$ cat src/cie_pkg.sv
// package: constants, types and rule summary for the cpu interrupt entry logic
// What this block does
// - each source and reset own a vector; taken only if own and global enable set
// - lowest vector address wins; reset first, external request zero next
// - vector select bit in core control register moves vectors to boot start
// - boot reset fuse moves the reset vector to boot section start
// - programmed boot lock bits may suppress interrupts depending on program counter
// - accepting an interrupt clears global enable until software sets it
// - return from handler sets global enable
// - vectoring clears the flag of a flag-latched source
// - writing one to a flag clears it, zero leaves it
// - flag set while disabled is held until enabled or cleared
// - flags held while global enable is off are served in priority order
// - level sources request only while their condition is present
// - after return one main instruction runs before the next interrupt
// - status register is never saved or restored by entry or return
// - clear-global-enable acts at once, also on a same-cycle request
// - after set-global-enable the next instruction runs before any interrupt
// - entry takes at least five cycles while the program counter is pushed
// - multi-cycle instruction completes before an interrupt is served
// - wake from sleep adds five cycles to the entry response
// - return takes five cycles: three bytes popped, stack pointer plus three, enable set
// - saved program counter is sixteen bits, a word address
// - entry push lowers the stack pointer by three; stack grows downward
package cie_pkg;
   localparam int          NUM_SRC          = 8;
   localparam int          PC_W             = 16;
   localparam int          SP_W             = 16;
   localparam logic [15:0] BOOT_START_DEF   = 16'h3800;
   localparam logic [15:0] RESET_VEC        = 16'h0000;
   localparam logic [15:0] VEC_STEP         = 16'h0002;
   localparam logic [15:0] SP_RESET         = 16'h0aff;
   localparam logic [15:0] STACK_BYTES      = 16'h0003;
   localparam int          ENTRY_CYC        = 5;
   localparam int          RETURN_CYC       = 5;
   localparam int          WAKE_EXTRA_CYC   = 5;
   localparam logic [3:0]  ENTRY_CNT        = 4'(ENTRY_CYC);
   localparam logic [3:0]  RETURN_CNT       = 4'(RETURN_CYC);
   localparam logic [3:0]  WAKE_CNT         = 4'(ENTRY_CYC + WAKE_EXTRA_CYC);
   // apb map
   localparam logic [7:0]  A_FLAG           = 8'h00;
   localparam logic [7:0]  A_ENABLE         = 8'h04;
   localparam logic [7:0]  A_LEVEL          = 8'h08;
   localparam logic [7:0]  A_CTRL           = 8'h0c;
   localparam logic [7:0]  A_STATUS         = 8'h10;
   localparam logic [7:0]  A_SP             = 8'h14;
   localparam logic [7:0]  A_BOOT           = 8'h18;
   localparam logic [7:0]  A_LOCK           = 8'h1c;
   // ctrl register bits
   localparam int          C_VSEL           = 0;
   localparam int          C_GIE            = 1;

   typedef enum logic [2:0] {
      CIE_RUN    = 3'b000,
      CIE_ENTRY  = 3'b001,
      CIE_RETURN = 3'b010,
      CIE_AFTER  = 3'b011
   } cie_state_e;

   // sequencer handshake from the core
   typedef struct packed {
      logic             instr_done;   // boundary of any instruction
      logic             set_gie;      // set-global-enable retiring
      logic             clr_gie;      // clear-global-enable decoding
      logic             ret_handler;  // return_from_handler_instr issued
      logic             sleeping;     // core asleep
      logic [15:0]      pc;           // next main program counter
      logic [15:0]      pop_pc;       // word popped from stack
   } cie_core_s;

   typedef struct packed {
      logic             stall;        // sequencer held
      logic             push;         // pc push strobe
      logic             pop;          // pc pop strobe
      logic [15:0]      push_pc;      // pc pushed
      logic             jump;         // load vector_pc
      logic [15:0]      vector_pc;    // target word address
   } cie_seq_s;
endpackage

$ cat src/cie_top.sv
// module: interrupt entry, priority, vector relocation and return sequencing
//
// Our own choices: the placing of the registers and register access over APB.
`timescale 1ns/1ps
module cie_top #(
   parameter int NSRC = cie_pkg::NUM_SRC
) (
   input  wire logic                pclk,       // cpu clock
   input  wire logic                presetn,    // async reset, low
   input  wire logic                ce,         // clock enable
   input  wire logic [7:0]          paddr,      // apb address
   input  wire logic                psel,       // apb select
   input  wire logic                penable,    // apb enable
   input  wire logic                pwrite,     // apb direction
   input  wire logic [31:0]         pwdata,     // apb write data
   output logic      [31:0]         prdata,     // apb read data
   output logic                     pready,     // apb ready
   output logic                     pslverr,    // apb error
   input  wire logic [NSRC-1:0]     src_event,  // async flag conditions
   input  wire logic [NSRC-1:0]     src_level,  // async level conditions
   input  wire logic                boot_reset_fuse, // strap
   input  wire logic                app_boot_lock_bit,     // strap
   input  wire logic                boot_section_lock_bit, // strap
   input  wire cie_pkg::cie_core_s  core_i,     // from sequencer
   output cie_pkg::cie_seq_s        seq_o,      // to sequencer
   output logic      [15:0]         sp_o,       // stack pointer
   output logic                     gie_o       // global enable
);
   logic [NSRC-1:0]   ev_s1_r, ev_s2_r, ev_s3_r, lv_s1_r, lv_s2_r;
   logic [NSRC-1:0]   flag_r, en_r, is_level_r, req;
   logic              gie_r, vsel_r, fuse_r, lk_a_r, lk_b_r;
   logic [15:0]       boot_start_r, sp_r, lock_lo_r, lock_hi_r;
   logic [3:0]        cnt_r;
   logic [1:0]        bytec_r;
   logic              wake_r, block_r;
   logic [$clog2(NSRC)-1:0] win_r, win;
   logic              any;
   cie_pkg::cie_state_e st_r;
   logic              wr, rd, clr_flag;
   logic [15:0]       vec_base;

   assign wr = psel & penable & pwrite & ce;
   assign rd = psel & ~pwrite;
   assign pready  = 1'b1;
   assign pslverr = 1'b0;
   assign gie_o = gie_r;
   assign sp_o  = sp_r;

   // two-stage sync on external conditions; third stage only feeds edge detect
   always_ff @(posedge pclk or negedge presetn) begin
      if (!presetn) begin
         ev_s1_r <= '0; ev_s2_r <= '0; ev_s3_r <= '0; lv_s1_r <= '0; lv_s2_r <= '0;
      end else if (ce) begin
         ev_s1_r <= src_event; ev_s2_r <= ev_s1_r; ev_s3_r <= ev_s2_r;
         lv_s1_r <= src_level; lv_s2_r <= lv_s1_r;
      end
   end

   // straps caught after release, not under reset
   always_ff @(posedge pclk or negedge presetn) begin
      if (!presetn) begin
         fuse_r <= 1'b0; lk_a_r <= 1'b0; lk_b_r <= 1'b0;
      end else if (ce) begin
         fuse_r <= boot_reset_fuse;
         lk_a_r <= app_boot_lock_bit;
         lk_b_r <= boot_section_lock_bit;
      end
   end

   // request vector: flag sources latch, level sources follow the live condition
   always_comb begin
      for (int i = 0; i < NSRC; i++)
         req[i] = en_r[i] & (is_level_r[i] ? lv_s2_r[i] : flag_r[i]);
   end

   // lowest index is lowest vector address: fixed priority
   always_comb begin
      win = '0;
      any = 1'b0;
      for (int i = NSRC-1; i >= 0; i--)
         if (req[i]) begin
            win = ($clog2(NSRC))'(i);
            any = 1'b1;
         end
   end

   // lock window: interrupts blocked while pc lies in [lo,hi] with a lock bit set
   assign block_r = (lk_a_r | lk_b_r) & (core_i.pc >= lock_lo_r) & (core_i.pc <= lock_hi_r);

   wire take = (st_r == cie_pkg::CIE_RUN) & any & gie_r & ~core_i.clr_gie & ~block_r
               & core_i.instr_done & ~core_i.set_gie & ~core_i.ret_handler;
   assign clr_flag = take & ~is_level_r[win];

   always_ff @(posedge pclk or negedge presetn) begin
      if (!presetn) begin
         flag_r <= '0;
      end else if (ce) begin
         for (int i = 0; i < NSRC; i++) begin
            if (ev_s2_r[i] & ~ev_s3_r[i])
               flag_r[i] <= 1'b1; // set wins over clear
            else if ((wr && paddr == cie_pkg::A_FLAG && pwdata[i]) ||
                     (clr_flag && win == ($clog2(NSRC))'(i)))
               flag_r[i] <= 1'b0;
         end
      end
   end

   always_ff @(posedge pclk or negedge presetn) begin
      if (!presetn) begin
         en_r <= '0; is_level_r <= '0; vsel_r <= 1'b0;
         boot_start_r <= cie_pkg::BOOT_START_DEF; lock_lo_r <= '0; lock_hi_r <= '0;
      end else if (wr) begin
         case (paddr)
            cie_pkg::A_ENABLE: en_r <= pwdata[NSRC-1:0];
            cie_pkg::A_LEVEL:  is_level_r <= pwdata[NSRC-1:0];
            cie_pkg::A_CTRL:   vsel_r <= pwdata[cie_pkg::C_VSEL];
            cie_pkg::A_BOOT:   boot_start_r <= pwdata[15:0];
            cie_pkg::A_LOCK: begin
               lock_lo_r <= pwdata[15:0];
               lock_hi_r <= pwdata[31:16];
            end
            default: ;
         endcase
      end
   end

   // global enable: cleared on entry and by clr, set on return or sei
   always_ff @(posedge pclk or negedge presetn) begin
      if (!presetn) gie_r <= 1'b0;
      else if (ce) begin
         if (take | core_i.clr_gie) gie_r <= 1'b0;
         else if (st_r == cie_pkg::CIE_RETURN && cnt_r == 4'h1) gie_r <= 1'b1;
         else if (core_i.set_gie) gie_r <= 1'b1;
         else if (wr && paddr == cie_pkg::A_CTRL) gie_r <= pwdata[cie_pkg::C_GIE];
      end
   end

   assign vec_base = vsel_r ? boot_start_r : cie_pkg::RESET_VEC;

   // sequencer: entry push, return pop, one main instruction after return
   always_ff @(posedge pclk or negedge presetn) begin
      if (!presetn) begin
         st_r <= cie_pkg::CIE_RUN; cnt_r <= '0; win_r <= '0; wake_r <= 1'b0;
         sp_r <= cie_pkg::SP_RESET; bytec_r <= '0; seq_o <= '0;
      end else if (ce) begin
         seq_o.push <= 1'b0;
         seq_o.pop  <= 1'b0;
         seq_o.jump <= 1'b0;
         case (st_r)
            cie_pkg::CIE_RUN: begin
               seq_o.stall <= 1'b0;
               if (take) begin
                  st_r <= cie_pkg::CIE_ENTRY;
                  win_r <= win;
                  cnt_r <= core_i.sleeping ? cie_pkg::WAKE_CNT : cie_pkg::ENTRY_CNT;
                  seq_o.stall <= 1'b1;
                  seq_o.push <= 1'b1;
                  seq_o.push_pc <= core_i.pc;
                  sp_r <= sp_r - cie_pkg::STACK_BYTES;
               end else if (core_i.ret_handler) begin
                  st_r <= cie_pkg::CIE_RETURN;
                  cnt_r <= cie_pkg::RETURN_CNT;
                  seq_o.stall <= 1'b1;
               end
            end
            cie_pkg::CIE_ENTRY: begin
               cnt_r <= cnt_r - 4'h1;
               if (cnt_r == 4'h1) begin
                  st_r <= cie_pkg::CIE_RUN;
                  seq_o.stall <= 1'b0;
                  seq_o.jump <= 1'b1;
                  seq_o.vector_pc <= vec_base + VEC_OFF(win_r);
               end
            end
            cie_pkg::CIE_RETURN: begin
               cnt_r <= cnt_r - 4'h1;
               if (cnt_r == 4'h1) begin
                  st_r <= cie_pkg::CIE_AFTER;
                  seq_o.stall <= 1'b0;
                  seq_o.pop <= 1'b1;
                  seq_o.jump <= 1'b1;
                  seq_o.vector_pc <= core_i.pop_pc;
                  sp_r <= sp_r + cie_pkg::STACK_BYTES;
               end
            end
            cie_pkg::CIE_AFTER: begin
               if (core_i.instr_done) st_r <= cie_pkg::CIE_RUN;
            end
            default: st_r <= cie_pkg::CIE_RUN;
         endcase
      end
   end

   // vector n of source i sits at (i+1)*step; reset vector is slot 0
   function automatic logic [15:0] VEC_OFF(input logic [$clog2(NSRC)-1:0] i);
      VEC_OFF = 16'(({12'h000, 4'(i)} + 16'h0001) * cie_pkg::VEC_STEP);
   endfunction

   // reset vector offered as read-only status
   wire [15:0] reset_vec = fuse_r ? boot_start_r : cie_pkg::RESET_VEC;

   always_ff @(posedge pclk or negedge presetn) begin
      if (!presetn) prdata <= '0;
      else if (rd && ce) begin
         case (paddr)
            cie_pkg::A_FLAG:   prdata <= 32'(flag_r);
            cie_pkg::A_ENABLE: prdata <= 32'(en_r);
            cie_pkg::A_LEVEL:  prdata <= 32'(is_level_r);
            cie_pkg::A_CTRL:   prdata <= {30'h0, gie_r, vsel_r};
            cie_pkg::A_STATUS: prdata <= {reset_vec, 5'h00, st_r, 4'(win_r), any, 3'h0};
            cie_pkg::A_SP:     prdata <= {16'h0000, sp_r};
            cie_pkg::A_BOOT:   prdata <= {16'h0000, boot_start_r};
            cie_pkg::A_LOCK:   prdata <= {lock_hi_r, lock_lo_r};
            default:           prdata <= '0;
         endcase
      end
   end
endmodule // cie_top

$ cat config.mk
export PLATFORM = sky130hd
export DESIGN_NAME = cie_top
export DESIGN_NICKNAME = d
export VERILOG_FILES = /design/src/cie_pkg.sv /design/src/cie_top.sv
export SDC_FILE = /design/constraint.sdc
export NUM_CORES = 1
export LEC_CHECK = 0
export BUFFER_PORTS_ARGS = -buffer_cell sky130_fd_sc_hd__buf_2
export CORE_MARGIN = 2
export CORE_UTILIZATION = 40
export CTS_BUF_LIST = sky130_fd_sc_hd__clkbuf_8
export DETAILED_ROUTE_END_ITERATION = 12
export GPL_TIMING_DRIVEN = 0
export PLACE_DENSITY = 0.59
export SYNTH_ARGS = -nofsm -noshare
export SYNTH_HDL_FRONTEND = slang
export SYNTH_SLANG_ARGS = --single-unit
$ cat constraint.sdc
create_clock -name pclk -period 4.6 [get_ports pclk]
set_input_delay 0.69 -clock pclk [delete_from_list [all_inputs] [get_ports pclk]]
set_output_delay 0.69 -clock pclk [all_outputs]
set_load 0.01 [all_outputs]
---- Word level (Yosys, flattened, before mapping) ----
Index checks and enable logic that the tools add are counted.
storage, ports and cells
  bits in registers ....................... 211
  bits of input ports ..................... 102
  output and inout bits ................... 87
  word-level logic and storage cells ...... 249
cells by class
  $add $sub $neg .......................... 5
  magnitude comparators ................... 3
  eq/ne operators ......................... 24
  muxes and demuxes ....................... 73
  bitwise logic cells ..................... 46
  reductions and logical operators ........ 64
operator list
  operator               number
  $pmux 32 s8            1
  $mux 16                4
  $mux 1                 44
  $mux 3                 13
  $mux 17                2
  $pmux 17 s2            1
  $eq 8x5->1 const B     4
  $pmux 16 s2            1
  $and 1x1->1            30
  $reduce_and 2->1       14
  $reduce_bool 2->1      11
  $logic_and 1x1->1      20
  $add 16x2->16 const B  1
  $add 16x5->16          1
  $eq 8x4->1 const B     2
  $ge 16x16->1           1
  $le 16x16->1           1
  $sub 16x2->16 const B  1
  $not 1->1              14
  $eq 3x2->1 const B     4
  $eq 3x3->1 const B     4
  $mux 4                 3
  $pmux 3 s4             1
  $reduce_and 3->1       3
  20 further kinds       34

---- Logic depth before layout (Yosys ltp) ----
  depth after elaboration ................. 22
  depth in mapped cells ................... 13

---- Worst setup path before layout ----
No wires, ideal clock.
  path kind ............................... reg2reg
  start point ............................. reg st_r[0]
  end point ............................... reg sp_r[14], in the netlist sp_o[14]
  library setup time ...................... 110 ps
  arrival ................................. 3,077 ps
  slack ................................... 1,412 ps
  cell stages (with the launch flop) ...... 13
  buffers on the path ..................... 1
  clock period less this slack ............ 3,188 ps
  cells stage by stage .................... dfrtp_1 > inv_1 > ha_1 > clkbuf_1 > inv_1 > ha_1 > a2111o_1 > o211a_1 > o31ai_1 > a21oi_1 > o21ai_1 > a21oi_1 > o41ai_1
between the ends
  cells in the longest elaborated chain, start to end .. 10
ends and longest elaborated chain
  element                     line                           text
  from (decl)                 cie_top.sv:38                  cie_pkg::cie_state_e st_r;
  from (signal assigned)      cie_top.sv:153                 st_r <= cie_pkg::CIE_ENTRY;
  from (signal assigned)      cie_top.sv:161                 st_r <= cie_pkg::CIE_RETURN;
  from (signal assigned)      cie_top.sv:169                 st_r <= cie_pkg::CIE_RUN;
  $logic_not 3->1             cie_top.sv:90, cie_top.sv:149
  $and 1x1->1 (4 in series)   cie_top.sv:90                  wire take = (st_r == cie_pkg::CIE_RUN) & any & gie_r & ~core_i.clr_gie & ~block_r
  $and 1x1->1 (3 in series)   cie_top.sv:91                  & core_i.instr_done & ~core_i.set_gie & ~core_i.ret_handler;
  $ne 2x2->1 (no line)        -
  $reduce_and 4->1 (no line)  -
  to (signal assigned)        cie_top.sv:159                 sp_r <= sp_r - cie_pkg::STACK_BYTES;
  to (signal assigned)        cie_top.sv:183                 sp_r <= sp_r + cie_pkg::STACK_BYTES;
  to (decl)                   cie_top.sv:32                  logic [15:0] boot_start_r, sp_r, lock_lo_r, lock_hi_r;
Several ways; a longest one is shown, not always the timed one.
A chain may end at the register's enable or synchronous reset.

---- Final worst setup path ----
Ends and elaborated chain as after synthesis.

==> flow_summary_export.csv <==
group,metric,value,unit
outcome,status,"finished clean",
timing,hold_viol_final,0,
timing,fin_ws,0.7047,ns
finish,drive_gt1_frac,0.3222,
clock_network,path_clk_slew,0.06,ns
setup_path,worst_setup_path_end_kind,"register",
setup_path,critPathCapture,"sp_o[14]$_DFFE_PN0P_",
setup_path,crit_cells,12,
timing,skew,0.03617,ns
timing,slew-limit-headroom,0.2010,
synth,synth-compound-area-share,0.1475,
detailed_routing,vias_per_cell,5.446,
setup_path,reg2reg_to,"sp_o[14]$_DFFE_PN0P_",
synth,yosys.area_share.simple,0.1013,
timing,rsz0062_at_grt,"no",
clock_network,h-tree-depth,2,
hold_path,min_path_type,"in2async",
setup_path,r2r_start,"st_r[0]$_DFFE_PN0P_",
synth,netlist_area,11240,sq um
finish,fin_util,0.4858,
synth,synthFlopType,"dfrtp_1",
floorplan,fp-row-count,61,
grt,antenna_found_initial,3,
setup_path,crit_arrival,4.33,ns
grt,grt_use_met1,0.3055,
setup_path,critPathBufInv,3,
floorplan,fp.coreArea,27710,sq um
synth,syn_nets,1190,
finish,fin_area,13460,sq um
detailed_routing,wirelength,33590,microns
clock_network,ctsResizeCount,0,
clock_network,cts_hold_buf,0,
floorplan,fp.dieH,171.6,microns
finish,layout_commonest_cell,"dfrtp_1",
detailed_routing,vias,9078,
timing,fmax,0.2567,GHz
flow_run,maxCapViolations,0,
setup_path,rrSetupSlack,0.70,ns
timing,drv_slew,0,
power,leakage,6.404,nW
synth,synthCells,1029,
setup_path,reg2reg_depth,12,
clock_network,cts-root-buf,"clkbuf_8",
finish,area_growth,19.78,%
power,power_density,438.9,nW/um^2
placed_design,io_buffers,185,
grt,grt_util_all_layers,0.2282,
synth,yosys-mux-area-fraction,0.1545,
detailed_routing,drc,0,
floorplan,die-area,29450,sq um
grt,grt_use_met3,0.04464,
finish,fillCellCount,2645,
clock_network,post_cts_buffers,0,
detailed_routing,wl_per_cell,20.15,microns
setup_path,slowest_delay,0.49,ns
grt,grtUsageMet2,0.3592,
floorplan,die_w,171.6,microns
synth,async_flop_share,1.000,
placed_design,placed_area,12670,sq um
clock_network,cts_tree,"yes",
clock_network,cts_sinks,210,
clock_network,clockBufferDepth,3,
synth,synth_top_family_by_area,"multiplexers",
clock_network,clock_latency,0.55,ns
synth,ys_ff_latch,210,
synth,yosysWarnings,0,
synth,synth-seq-area-share,0.4691,
timing,finalCritPeriodShare,0.8468,
synth,syn_avg_cell_area,10.92,sq um
grt,grt_start_max_net_pins,107,
floorplan,boundaryPins,189,
synth,synth.distinct_cells,73,
grt,busiest_layer,"met2",
setup_path,path_max_fanout,16,
detailed_routing,drt_first_iter_violations,661,
grt,grt-ovfl-total,0,
setup_path,worst-setup-path-type,"reg2reg",
setup_path,start_kind,"register",
grt,grt_pass1_vias,8785,
synth,synth-adder-area-share,0.06703,
floorplan,start_util,0.4056,
timing,worst_pin_slew,1.188,ns
setup_path,crit_chain,"inv_1 > ha_1 > clkbuf_1 > inv_1 > ha_1 > a2111o_1 > o211a_1 > o31ai_1 > a21oi_1 > o21ai_1 > a21oi_1 > o41ai_1",
finish,layout_common_cells,"dfrtp_1, buf_2, mux2_2",
setup_path,worstSetupStartpoint,"st_r[0]$_DFFE_PN0P_",
synth,synth_xor_area_frac,0.01871,
timing,finalSetupViolCount,0,
power,peakVddDrop,0.0002438,V
setup_path,worstPathRequired,5.04,ns
detailed_routing,antenna_left,0,
setup_path,cp_slowest_cell,"a2111o_1",
finish,nets,1417,
setup_path,cp_top_family,"compound AO/OA/AOI/OAI gates",
placed_design,place_congestion,0.9193,
grt,grt_first_pass_wirelength,50860,microns
placed_design,dp_slack,0.7474,ns
clock_network,cts_buffers,39,
placed_design,dp_hpwl,25260,microns
timing,period_minus_slack,3.895,ns
synth,synth_edf_count,0,
timing,holdWs,0.2117,ns
timing,tns,0,ns
detailed_routing,first_pass_iters,7,
[per-layer routing]
metal / up-vias / share of wire
met2: 374 / 0.44
met3: 73 / 0.075
met1: 4428 / 0.44
met5: - / 0
met4: 0 / 0.040
li1: 4203 / -
[worst min path at each step]
stage | endpoint | startpoint | cells past startpoint
6_report | seq_o[27]$_DFFE_PN0P_ | presetn | 1
5_1_grt | seq_o[26]$_DFFE_PN0P_ | presetn | 1
4_1_cts | seq_o[27]$_DFFE_PN0P_ | presetn | 1
3_5_place_dp | seq_o[10]$_DFFE_PN0P_ | seq_o[10]$_DFFE_PN0P_ | 2
3_3_place_gp | seq_o[7]$_DFFE_PN0P_ | seq_o[7]$_DFFE_PN0P_ | 2
2_1_floorplan | boot_start_r[0]$_DFFE_PN0P_ | presetn | 0
[where the power goes]
group          leakage [nW]  internal [mW]  switching, mW
combinational          3.23          0.807           1.03
sequential             2.72           2.06          0.223
clock                 0.455          0.975          0.810
[metrics by stage]
stage,power [mW],cells
floorplan,3.553,1029
global placement,4.090,1592
detailed placement,4.146,1593
CTS,5.949,1663
global route,6.277,1665
finish,5.907,1667
[cells by family (layout without fill, tap and decap cells)]
group,Yosys count,in the layout
AOI/OAI and AO/OA,244,244
xor gates and xnor gates,24,24
adders and majority gates,59,59
buffers and inverters,114,370
DFF,210,210
muxes,147,147
other,2,6
and+or+nand+nor,229,229
[synthesized netlist by cell type (all sizes together) (9+ instances only)]
library cell,count,share of area
ha,57,0.063
a21oi,36,0.016
mux2i,10,0.0089
dfrtp,197,0.44
nand2,100,0.034
nor3,9,0.0050
nor2,36,0.013
a22oi,48,0.032
buf,15,0.0080
nand4,11,0.0061
a31oi,12,0.0067
a22o,9,0.0070
nor4,10,0.0080
mux2,137,0.15
a21o,11,0.0073
clkbuf,31,0.010
dfstp,13,0.030
xnor2,15,0.012
nand3,18,0.0080
and2,12,0.0069
o21ai,72,0.032
xor2,9,0.0070
inv,68,0.023
[layout make-up]
type	count	area [sq um]	area share
Inverter	68	255.2	0.01896
Clock buffer	50	688.2	0.05113
Antenna cell	4	10.01	0.0007437
Clock inverter	20	87.58	0.006507
Buffer	46	206.4	0.01534
Sequential cell	210	5271	0.3917
Tap cell	378	473.0	0.03514
Timing Repair Buffer	186	963.4	0.07158
Multi-Input combinational cell	705	5504	0.4089
[state kept, by name (all words and copies together) (netlist names), 16 cells and up]
| register | flops |
|---|---|
| seq_o | 36 |
| sp_o | 16 |
| lock_lo_r | 16 |
| boot_start_r | 16 |
| prdata | 32 |
| lock_hi_r | 16 |
No activity file was read; power rests on OpenSTA's default activity.
